`src/core/i2cs_pkg.sv`:
```
// Shared constants and types of the I2C slave status and address block
package i2cs_pkg;

    // ========================================================================
    // Timing
    localparam int CLK_MHZ      = 50;
    localparam int HOLD_MIN_NS  = 300;
    localparam int HOLD_MIN_CYC = (HOLD_MIN_NS * CLK_MHZ + 999) / 1000;
    localparam int HOLD_EXTRA   = 3;

    // ========================================================================
    // Register indices; the byte address is four times the index
    localparam logic [7:0]  IDX_SADR1 = 8'hDD;
    localparam logic [7:0]  IDX_CTRL  = 8'hDC;
    localparam logic [7:0]  IDX_STAT  = 8'hDB;
    localparam logic [7:0]  IDX_MASK  = 8'hDA;
    localparam logic [7:0]  IDX_DATA  = 8'hD9;
    localparam logic [11:0] A_SADR1   = {2'h0, IDX_SADR1, 2'h0};
    localparam logic [11:0] A_CTRL    = {2'h0, IDX_CTRL, 2'h0};
    localparam logic [11:0] A_STAT    = {2'h0, IDX_STAT, 2'h0};
    localparam logic [11:0] A_MASK    = {2'h0, IDX_MASK, 2'h0};
    localparam logic [11:0] A_DATA    = {2'h0, IDX_DATA, 2'h0};

    // ========================================================================
    // Fields and reset values
    localparam int         SADR1_EN_BIT = 7;
    localparam int         CTRL_IGN_BIT = 4;
    localparam logic [7:0] SADR1_RST    = 8'h00;
    localparam logic [3:0] HOLD_RST     = 4'(HOLD_MIN_CYC - HOLD_EXTRA);
    localparam logic [2:0] SYNC_RST     = 3'h7;
    localparam logic [3:0] BITS_BYTE    = 4'h8;

    // Status: sticky event bits, then live levels
    localparam int ST_RPT   = 0;
    localparam int ST_STOP  = 1;
    localparam int ST_ADDR  = 2;
    localparam int ST_RXD   = 3;
    localparam int ST_NACKE = 4;
    localparam int NEV      = 5;

    typedef enum logic [6:0] {
        S_IDLE = 7'h01,
        S_ADDR = 7'h02,
        S_AACK = 7'h04,
        S_RX   = 7'h08,
        S_RACK = 7'h10,
        S_TX   = 7'h20,
        S_TACK = 7'h40
    } i2cs_state_t;

endpackage

```
`src/core/i2cs_cond_if.sv`:
```
// Bus condition events passed from the pin detector to the slave core
`timescale 1ns/100ps
interface i2cs_cond_if;
    logic scl_rise;
    logic scl_fall;
    logic start;
    logic stop;
    logic sda;
    modport det  (output scl_rise, scl_fall, start, stop, sda);
    modport core (input  scl_rise, scl_fall, start, stop, sda);
endinterface

```
`src/core/i2cs_cond.sv`:
```
// Pin synchroniser and START, STOP and clock edge detector
`timescale 1ns/100ps
module i2cs_cond import i2cs_pkg::*; (
    // Clock and reset
    input  wire logic  clk,
    input  wire logic  reset,
    // Bus pins
    input  wire logic  scl_pin,
    input  wire logic  sda_pin,
    // Events
    i2cs_cond_if.det   ev
);

    typedef struct packed {
        logic [2:0] scl;
        logic [2:0] sda;
    } i2cs_sync_t;

    i2cs_sync_t s_q;
    i2cs_sync_t s_d;

    // ========================================================================
    // Stage 0 is read only by stage 1; edges compare stages 1 and 2
    always_comb begin
        s_d     = s_q;
        s_d.scl = {s_q.scl[1:0], scl_pin};
        s_d.sda = {s_q.sda[1:0], sda_pin};
    end

    always_ff @(posedge clk) begin
        if (reset) begin
            s_q <= {SYNC_RST, SYNC_RST};
        end else begin
            s_q <= s_d;
        end
    end

    assign ev.scl_rise = s_q.scl[1] & ~s_q.scl[2];
    assign ev.scl_fall = ~s_q.scl[1] & s_q.scl[2];
    assign ev.start    = s_q.scl[1] & s_q.scl[2] & s_q.sda[2] & ~s_q.sda[1];
    assign ev.stop     = s_q.scl[1] & s_q.scl[2] & ~s_q.sda[2] & s_q.sda[1];
    assign ev.sda      = s_q.sda[1];

endmodule

```
`src/core/i2cs_core.sv`:
```
// I2C slave with status flags, SDA hold timing and primary address register
//
// Operation
// - Repeated START while the slave is not idle sets a sticky repeat start flag.
// - Start indicator sets on START plus address match, clears on STOP.
// - Master NACK after a transmitted byte sets the NACK status bit.
// - After master NACK the previous byte is resent until acknowledged.
// - NACK status clears on a new ACK and on a START condition.
// - SDA is held hold setting plus 3 clocks after SCL falls.
// - Address register: write enable and own address, read direction.
// - Direction bit reads one while transmitting, zero while receiving.
// - With the ignore option only address bits 6 to 1 are compared.
//
// Our own choice: register access over APB.
`timescale 1ns/100ps
module i2cs_core import i2cs_pkg::*; (
    // Clock and reset
    input  wire logic        clk,
    input  wire logic        reset,
    // APB slave
    input  wire logic        psel,
    input  wire logic        penable,
    input  wire logic        pwrite,
    input  wire logic [11:0] paddr,
    input  wire logic [31:0] pwdata,
    output logic      [31:0] prdata,
    output logic             pready,
    output logic             pslverr,
    // I2C pins, open drain
    input  wire logic        scl_pin,
    input  wire logic        sda_pin,
    output logic             sda_out,
    output logic             sda_oe,
    // Interrupt
    output logic             irq
);

    typedef struct packed {
        i2cs_state_t       st;
        logic [3:0]        cnt;
        logic [7:0]        sh;
        logic [7:0]        txsh;
        logic [7:0]        txlast;
        logic [7:0]        txdat;
        logic [7:0]        rxdat;
        logic [6:0]        own;
        logic              en;
        logic [6:0]        raddr;
        logic              dir;
        logic [3:0]        hold;
        logic              ign;
        logic [4:0]        hcnt;
        logic              oe;
        logic              sdo;
        logic [NEV-1:0]    stk;
        logic [NEV-1:0]    mask;
        logic              start_ind;
        logic              nack;
        logic              resend;
        logic              pready;
        logic              pslverr;
        logic [31:0]       prdata;
        logic              irq;
    } i2cs_core_t;

    i2cs_core_t s_q;
    i2cs_core_t s_d;

    i2cs_cond_if pin ();

    i2cs_cond u_cond (
        .clk     (clk),
        .reset   (reset),
        .scl_pin (scl_pin),
        .sda_pin (sda_pin),
        .ev      (pin)
    );

    // ========================================================================
    // Helpers
    function automatic logic addr_hit(input logic [6:0] rx,
                                      input logic [6:0] own,
                                      input logic       ign);
        if (ign) begin
            addr_hit = (rx[6:1] == own[6:1]);
        end else begin
            addr_hit = (rx == own);
        end
    endfunction

    function automatic logic drive_low(input i2cs_state_t st,
                                       input logic        msb);
        drive_low = (st == S_AACK) || (st == S_RACK) ||
                    ((st == S_TX) && !msb);
    endfunction

    logic [NEV-1:0] ev_set;
    logic [NEV-1:0] ev_clr;
    logic [31:0]    rd_val;
    logic           mapped;
    logic           apb_done;

    // ========================================================================
    // Register read mux
    always_comb begin
        rd_val = 32'h0;
        mapped = 1'b1;
        case (paddr)
            A_SADR1: rd_val = {24'h0, s_q.dir, s_q.raddr};
            A_CTRL:  rd_val = {27'h0, s_q.ign, s_q.hold};
            A_STAT:  rd_val = {25'h0, s_q.nack, s_q.start_ind, s_q.stk};
            A_MASK:  rd_val = {27'h0, s_q.mask};
            A_DATA:  rd_val = {24'h0, s_q.rxdat};
            default: mapped = 1'b0;
        endcase
    end

    assign apb_done = psel && penable && s_q.pready;

    // ========================================================================
    // Next state
    always_comb begin
        s_d    = s_q;
        ev_set = '0;
        ev_clr = '0;

        // APB: one wait state, answer registered in the access phase
        s_d.pready = psel && penable && !s_q.pready;
        if (psel && penable && !s_q.pready) begin
            s_d.pslverr = !mapped;
            s_d.prdata  = pwrite ? 32'h0 : rd_val;
        end
        if (apb_done && pwrite) begin
            case (paddr)
                A_SADR1: begin
                    s_d.en  = pwdata[SADR1_EN_BIT];
                    s_d.own = pwdata[6:0];
                end
                A_CTRL: begin
                    s_d.ign  = pwdata[CTRL_IGN_BIT];
                    s_d.hold = pwdata[3:0];
                end
                A_MASK:  s_d.mask  = pwdata[NEV-1:0];
                A_DATA:  s_d.txdat = pwdata[7:0];
                default: ;
            endcase
        end
        // Only bits already reported are cleared, so a late event survives
        if (apb_done && !pwrite && paddr == A_STAT) begin
            ev_clr = s_q.prdata[NEV-1:0];
        end

        // Hold counter ends SDA changes a fixed time after SCL falls
        if (s_q.hcnt != 5'h0) begin
            s_d.hcnt = s_q.hcnt - 5'h1;
            if (s_q.hcnt == 5'h1) begin
                s_d.oe = drive_low(s_q.st, s_q.txsh[7]);
            end
        end

        if (pin.stop) begin
            s_d.st        = S_IDLE;
            s_d.start_ind = 1'b0;
            s_d.hcnt      = 5'h0;
            s_d.oe        = 1'b0;
            ev_set[ST_STOP] = 1'b1;
        end else if (pin.start) begin
            // Repeated START: a START while a transfer is open
            if (s_q.st != S_IDLE) begin
                ev_set[ST_RPT] = 1'b1;
            end
            s_d.st   = S_ADDR;
            s_d.cnt  = 4'h0;
            s_d.nack = 1'b0;
            s_d.hcnt = 5'h0;
            s_d.oe   = 1'b0;
        end else begin
            if (pin.scl_rise) begin
                case (s_q.st)
                    S_ADDR, S_RX: begin
                        s_d.sh  = {s_q.sh[6:0], pin.sda};
                        s_d.cnt = s_q.cnt + 4'h1;
                    end
                    S_TX: s_d.cnt = s_q.cnt + 4'h1;
                    S_TACK: begin
                        if (pin.sda) begin
                            s_d.nack   = 1'b1;
                            s_d.resend = 1'b1;
                            ev_set[ST_NACKE] = 1'b1;
                        end else begin
                            s_d.nack   = 1'b0;
                            s_d.resend = 1'b0;
                        end
                    end
                    default: ;
                endcase
            end
            if (pin.scl_fall) begin
                s_d.hcnt = 5'(s_q.hold) + 5'(HOLD_EXTRA);
                case (s_q.st)
                    S_ADDR: begin
                        if (s_q.cnt == BITS_BYTE) begin
                            if (s_q.en &&
                                addr_hit(s_q.sh[7:1], s_q.own, s_q.ign)) begin
                                s_d.st        = S_AACK;
                                s_d.raddr     = s_q.sh[7:1];
                                s_d.dir       = s_q.sh[0];
                                s_d.start_ind = 1'b1;
                                ev_set[ST_ADDR] = 1'b1;
                            end else begin
                                s_d.st = S_IDLE;
                            end
                        end
                    end
                    S_AACK: begin
                        s_d.cnt = 4'h0;
                        if (s_q.dir) begin
                            s_d.st = S_TX;
                            // After a NACK the old byte goes out again
                            if (s_q.resend) begin
                                s_d.txsh = s_q.txlast;
                            end else begin
                                s_d.txsh   = s_q.txdat;
                                s_d.txlast = s_q.txdat;
                            end
                        end else begin
                            s_d.st = S_RX;
                        end
                    end
                    S_RX: begin
                        if (s_q.cnt == BITS_BYTE) begin
                            s_d.st    = S_RACK;
                            s_d.rxdat = s_q.sh;
                            ev_set[ST_RXD] = 1'b1;
                        end
                    end
                    S_RACK: begin
                        s_d.st  = S_RX;
                        s_d.cnt = 4'h0;
                    end
                    S_TX: begin
                        if (s_q.cnt == BITS_BYTE) begin
                            s_d.st = S_TACK;
                        end else begin
                            s_d.txsh = {s_q.txsh[6:0], 1'b1};
                        end
                    end
                    S_TACK: begin
                        if (s_q.resend) begin
                            s_d.st = S_IDLE;
                        end else begin
                            s_d.st     = S_TX;
                            s_d.cnt    = 4'h0;
                            s_d.txsh   = s_q.txdat;
                            s_d.txlast = s_q.txdat;
                        end
                    end
                    default: s_d.st = S_IDLE;
                endcase
            end
        end

        // Set wins over a clear in the same cycle
        s_d.stk = (s_q.stk & ~ev_clr) | ev_set;
        s_d.irq = |(s_d.stk & s_d.mask);
    end

    // ========================================================================
    // State register
    always_ff @(posedge clk) begin
        if (reset) begin
            s_q           <= '0;
            s_q.st        <= S_IDLE;
            s_q.en        <= SADR1_RST[SADR1_EN_BIT];
            s_q.own       <= SADR1_RST[6:0];
            s_q.hold      <= HOLD_RST;
            s_q.txsh      <= 8'hFF;
        end else begin
            s_q <= s_d;
        end
    end

    assign prdata  = s_q.prdata;
    assign pready  = s_q.pready;
    assign pslverr = s_q.pslverr;
    assign sda_out = s_q.sdo;
    assign sda_oe  = s_q.oe;
    assign irq     = s_q.irq;
endmodule

```
`config.mk`:
```
export PLATFORM = sky130hd
export DESIGN_NAME = i2cs_core
export DESIGN_NICKNAME = d
export VERILOG_FILES = /design/src/core/i2cs_pkg.sv /design/src/core/i2cs_cond_if.sv /design/src/core/i2cs_cond.sv /design/src/core/i2cs_core.sv
export SDC_FILE = /design/constraint.sdc
export NUM_CORES = 1
export LEC_CHECK = 0
export BUFFER_PORTS_ARGS = -buffer_cell sky130_fd_sc_hd__buf_2
export CELL_PAD_IN_SITES_DETAIL_PLACEMENT = 1
export CELL_PAD_IN_SITES_GLOBAL_PLACEMENT = 2
export CORE_MARGIN = 2
export CORE_UTILIZATION = 35
export CTS_CLUSTER_DIAMETER = 50
export DETAILED_ROUTE_END_ITERATION = 10
export GPL_TIMING_DRIVEN = 0
export PLACE_DENSITY = 0.92
export SYNTH_ARGS = -nofsm -noshare
export SYNTH_HDL_FRONTEND = slang
export SYNTH_SLANG_ARGS = --single-unit
```
`constraint.sdc`:
```
create_clock -name clk -period 4.8 [get_ports clk]
set_clock_uncertainty 0.15 [all_clocks]
set_input_delay 0.24 -clock clk [delete_from_list [all_inputs] [get_ports clk]]
set_output_delay 0.24 -clock clk [all_outputs]
set_load 0.1 [all_outputs]
```
==> results of run 1 <==
-- sequential cells by signal, indices dropped and copies added (netlist names) --
| register | flops |
|---|---|
| pslverr | 1 |
| u_cond.s_q | 2 |
| u_cond.s_d | 3 |
| sda_oe | 1 |
| pready | 1 |
| irq | 1 |
| prdata | 8 |
| u_cond.ev.sda | 1 |
| s_q | 90 |
-- placed cells by master, fill, tap and decap left out, types with 13 or more instances in the layout --
cell type and instances:
dfxtp_1 108, inv_1 21, nand3_1 17, o22ai_1 15
clkbuf_1 31, buf_4 33, conb_1 25, nor2_1 86
nand2_1 34, mux2i_1 64, o21ai_0 13, a211oi_1 15
a21oi_1 31, buf_2 38
-- power by group through the flow --
stage / sequential [mW] / combinational [mW] / clock (mW)
6_report: 0.932 / 0.318 / 0.719
5_1_grt: 0.936 / 0.342 / 0.774
4_1_cts: 0.932 / 0.318 / 0.731
3_5_place_dp: 0.953 / 0.315 / 0
3_3_place_gp: 0.950 / 0.305 / 0
2_1_floorplan: 0.954 / 0.249 / 0
-- how the worst min path moves through the flow --
stage | end | slack, ns | depth (start not counted)
detailed placement | u_cond.ev.sda | 0.25 | 1
CTS | s_q[90] | 0.0005 | 3
global route | s_q[90] | 0.02 | 3
finish | s_q[90] | 0.006 | 3
global placement | u_cond.ev.sda | 0.24 | 1
floorplan | u_cond.s_d[1] | 0.19 | 1
-- critical path: stages, from the launching register on --
cell       delay [ns]
dfxtp_1          0.32
clkbuf_1         0.25
nor4_1           0.62
nand4b_1         0.28
o41ai_1          0.16
nand3_1          0.31
clkbuf_1         0.31
a2111oi_0        0.34
o21ai_0          0.16
-- cell type report --
type                       count  share of cell area (%)
multi-input combinational    445                   46.02
sequential                   108                   34.75
timing repair buffer          39                   3.379
clock inverter                 5                  0.5833
clock buffer                  11                   3.902
tap                          188                   3.781
inverter                      21                   1.267
buffer                        69                   6.315
-- metal layers --
layer	share of wire [%]	up-vias	GRT usage, %	routed length [um]
met5	0	-	0	0
met4	1.5	0	5.042	243
met3	2.6	18	4.007	411
met2	48	68	33.57	7627
met1	47	2285	24.90	7488
li1	-	2290	-	-
-- cell usage after synthesis, types with 3 or more instances --
master and instances:
dfxtp_1 108, nor2_1 86, mux2i_1 64, nand2_1 34, buf_4 33, a21oi_1 31, clkbuf_1 30, inv_1 21
nand3_1 17, a211oi_1 15, o22ai_1 15, o21ai_0 13, xnor2_1 12, a22oi_1 9, nor3_1 9, a211o_1 8
mux2_2 8, a31oi_1 7, nand4_1 7, nor2b_1 7, or2_2 7, ha_1 5, nand2b_1 5, o221ai_1 5
nor4_1 4, o211ai_1 4, and2_1 3, buf_1 3, nand3b_1 3, nand4b_1 3, nor3b_1 3, o31ai_1 3
or3_1 3, xor2_1 3
-- through the flow --
step	total power [mW]	hold slack, ns
after floorplan	1.203	0.1938
after detailed placement	1.267	0.2509
final	1.969	0.005552
after global placement	1.255	0.2437
after CTS	1.981	0.0004753
after global routing	2.052	0.01634
-- logic make-up after synthesis --
logic type / share of synthesized area [%]
buf+inv: 8.725
simple gates: 19.51
mux: 13.52
fa+ha+maj: 1.157
compound gates: 14.60
xor+xnor: 2.430
other cells: 0.06936
flops: 39.99
-- repair_timing --
item | CTS | global route
hold endpoints to repair | 3 | 0
hold buffers | 3 | 0
endpoints found under the setup margin | 0 | 0
==> summary.txt, run 1 <==
Synthesis
  – Area contributors post-synth: dfxtp_1 40%, mux2i_1 12%, nor2_1 6.0%, buf_4 4.6%, a21oi_1 2.9%
  – Avg Inst Size Synth: approximately 8.7 sq um
  – FFs w/ async S/R, synth: 0%
  – Synth warnings: 0
  – Post-synthesis sequential area ratio: ~40%
  – Synth Register Bits: 108
  – Cell variety after synth: 56
  – EDFF count, synth: 0
  – Synth top area share: between 30% and 40%
  – Post-synth top area cell: dfxtp_1
  – Mapped cell area: around 5400 sq um
  – Ys flop type: dfxtp_1
  – Synthesized netlist cell count: 619

Floorplan
  – Core Rows: 45
  – Die area: roughly 16000 sq um
  – Initial core utilization: a little over a third
  – Die W: 128.3 um
  – Area of the core: 15150 sq um
  – Die Y: between 100 and 150 um
  – IO Pins: slightly below 90

Critical path
  – R2R depth: 8
  – Worst Path Required: 4.86 ns
  – Reg-to-reg slack, setup: 1.76 ns
  – Crit end category: flip-flop
  – Worst setup path startpoint: s_q[125]
  – Critical Path Fanout Max: 10
  – Critical R2R Capture: s_q[100]
  – CP Capture Point: s_q[100]
  – Reg2Reg Launch Point: s_q[125]
  – WP data arrival: 3.10 ns
  – Crit start category: flip-flop
  – Worst Setup Path Type: flip-flop to flip-flop

Power and ir drop
  – P_int: 1.380 mW
  – Pwr per Cell Area: approximately 320 nW/um^2
  – Pleak: roughly 2.6 nW
  – Gate power share: between 10% and 20%
  – Worst vdd ir: 0.1803 mV
  – Reg power frac: 47.3%
  – Sw power: 0.5891 mW
  – Clock power frac: 36.5%
  – Net Sw Frac: 29.92%

Route
  – Routed via count: 4661
  – Routed WL: 15770 um
  – Vias per cell: 5.261
  – Wire per inst: 17.80 um
  – Initial detailed-routing violation count: slightly above 200
  – Routed Antenna Nets: 0
  – DRC: 0
  – Pre-Repair DR Iteration Count: 4

Clock network
  – H-tree Lvls: 3
  – Num CTS Buffers: 9
  – Clock transition at path regs: 0.07 ns
  – Post-cts resize count: 0
  – Clock tree buffer depth: 2
  – CTS sink cnt: 108
  – Clk_lat worst skew: about 0.36 ns
  – CTS tree: built
  – Postcts setup bufs: 0
  – Clock tree root buffer cell: clkbuf_16

STA
  – Setup TNS: 0 ns
  – Fin crit period: roughly 3.0 ns
  – Unrepaired setup endpoints after global routing: no
  – Fmax: 329.4 MHz
  – Final slew viol count: 0
  – Final Hold Fails: 0
  – Worst Setup Slack, final: 1.764 ns
  – Final Cycle Share: about 63%
  – Headroom to the max-slew limit: 12.48%
  – Endpoints failing setup: 0
  – Least-Margin Pin Slew: 1.302 ns

Placement
  – Dpl ws: 1.799 ns
  – Post-DP Area: approximately 5900 sq um
  – GP Congestion: between 0.8 and 0.9
  – Placed insts: ~870
  – I/O Buffers: 36
  – HPWL after DPL: 11930 um

Finish
  – Storage cell area: 2162 sq um
  – Final core utilization: 41.07%
  – Non-filler cells, final: 886
  – Filler Cells Inserted: 1810
  – N_diodes: 0
  – Multi-input logic area: 2863 sq um
  – Design area: 6221 sq um
  – Synth-to-Final Area Change: 15.07%
  – Nets: 749
  – Share of layout cells above drive strength 1: 15.62%

Global routing
  – Total gr overflow: 0
  – Initial antenna violation count: 0
  – All-Layer GR Usage: approximately a fifth
  – Pin count of the biggest net entering global routing: 18
  – Vias in the first global route: about 4700
  – First-pass GRT wire length: 24730 um

Status
  – Outcome: finished, final reports clean

Flow run
  – Max cap viols: 0

Hold path
  – Hold crit path type: input port to flip-flop
  – Worst Min Path Start: pwdata[6]
Note: power is estimated with default switching activity, not from simulation.
==> run 2, diff against run 1 <==
- CORE_UTILIZATION: 35 -> 31
- PLACE_DENSITY: 0.92 -> 0.86
- clock period: 4.8 -> 2.5 ns (I/O delays scaled with it)
==> summary.txt, run 2 (same netlist as run 1, synthesis figures left out) <==
Placement
  – HPWL after DPL: 11900 um
  – Placed insts: 904
  – Dpl ws: -0.4523 ns
  – GP Congestion: ~0.84
  – Post-DP Area: 5963 sq um
  – I/O Buffers: 36

Route
  – Initial detailed-routing violation count: between 200 and 300
  – DRC: 0
  – Vias per cell: 5.131
  – Pre-Repair DR Iteration Count: 5
  – Routed via count: about 4800
  – Routed WL: 16190 um
  – Wire per inst: 17.15 um
  – Routed Antenna Nets: 0

Clock network
  – Clock transition at path regs: 0.07 ns
  – CTS sink cnt: 108
  – Clock tree root buffer cell: clkbuf_16
  – Clock tree buffer depth: 2
  – CTS tree: built
  – H-tree Lvls: 3
  – Num CTS Buffers: 9
  – Clk_lat worst skew: 0.36 ns

Floorplan
  – Die W: 136.1 um
  – Area of the core: 17180 sq um
  – Die Y: 136.1 um
  – Core Rows: 48
  – IO Pins: 88
  – Die area: between 15000 and 20000 sq um
  – Initial core utilization: between 30% and 40%

Hold path
  – Hold crit path type: input port to flip-flop
  – Worst Hold Depth: 4

Finish
  – Synth-to-Final Area Change: 23.30%
  – Multi-input logic area: 3028 sq um
  – Non-filler cells, final: 944
  – Final core utilization: 38.81%
  – Most common cell after layout, fill and taps aside: dfxtp_1
  – Design area: 6666 sq um
  – Filler Cells Inserted: 2080
  – Nets: 770
  – N_diodes: 0
  – Most frequent cells in the layout: 103 x dfxtp_1, 86 x nor2_1, 63 x mux2i_1
  – Share of layout cells above drive strength 1: 22.11%
  – Max reg flops: 90
  – Most flops, register: s_q
  – Storage cell area: 2171 sq um

Critical path
  – Worst Path Buf+Inv: 1
  – WP data arrival: about 2.6 ns
  – Worst-path cell chain: or4_4 > or4b_4 > nor4_4 > nand2_4 > buf_12 > mux2i_1 > nor2_1
  – Critical path depth in cells: 7
  – CP delay by family, top: simple AND/OR/NAND/NOR gates
  – Critical Path Fanout Max: 6
  – Slowest stage delay, CP: 0.59 ns
  – Critical path's slowest cell: or4b_4
  – Crit start category: flip-flop
  – Crit end category: flip-flop
  – Worst Setup Path Type: flip-flop to flip-flop
  – Worst Path Required: 2.57 ns
  – R2R depth: 7

STA
  – Endpoints failing setup: 9
  – Fin crit period: 2.533 ns
  – Fmax: 394.8 MHz
  – Final Hold Fails: 0
  – Setup TNS: -0.1946 ns
  – Worst hold slack: 0.06592 ns
  – Headroom to the max-slew limit: 41.03%
  – Worst Setup Slack, final: -0.03279 ns
  – Unrepaired setup endpoints after global routing: yes
  – Final Cycle Share: 101.3%
  – Final slew viol count: 0
  – Least-Margin Pin Slew: 0.8846 ns

Global routing
  – All-Layer GR Usage: 17.56%
  – Vias in the first global route: 5011
  – Pin count of the biggest net entering global routing: 18
  – First-pass GRT wire length: 25540 um
  – Total gr overflow: 0
  – Initial antenna violation count: 0

Power and ir drop
  – Worst vdd ir: about 0.32 mV
  – Pleak: 2.821 nW
  – Power, Total: around 3.8 mW
  – Pwr per Cell Area: ~570 nW/um^2

Status
  – Outcome: finished with violations
  – Failing checks: negative setup slack

Flow run
  – Max cap viols: 0
## run 2: cell type report
class	count	share of cell area, %
multi-input cells	445	45.42
flip-flops and latches	108	32.56
repair buffers	63	6.494
plain buffers	66	5.950
well taps	225	4.223
clock buffers	10	3.585
inverters	21	1.182
clock inverters	6	0.5818
## run 2: timing repair
| action | CTS | global route |
|---|---|---|
| hold endpoints to repair | 23 | 0 |
| endpoints found under the setup margin | 50 | 42 |
| buffers inserted | 6 | 10 |
| hold buffers | 10 | 0 |
| resized for setup | 20 | 35 |
| cloned | 0 | 1 |
| pin swaps | 6 | 11 |
## run 2: path summary, 6_finish.rpt
path	from	slack, ns	to
setup / recovery	s_q[122]	-0.03	s_q[66]
hold / removal	pwrite	0.07	prdata[3]
setup reg to reg	s_q[122]	-0.03	s_q[66]
hold reg to reg	u_cond.s_d[1]	0.26	u_cond.ev.sda
## run 2: report_power, final
group          switching [mW]  internal [mW]
logic                   0.443          0.203
clock network           0.660          0.702
registers              0.0369           1.76
## run 2: tightest hold or removal path, stage by stage
cell and delay, ns:
buf_2 0.11, nor2_1 0.12, nand3_1 0.11, a21oi_1 0.06
## run 2: metal layers
| metal | vias to the layer above | track usage [%] | share of wire, % |
|---|---|---|---|
| met3 | 24 | 2.349 | 3.9 |
| met2 | 98 | 31.13 | 50 |
| met1 | 2393 | 21.56 | 44 |
| met4 | 0 | 6.597 | 2.1 |
| li1 | 2329 | - | - |
| met5 | - | 0 | 0 |
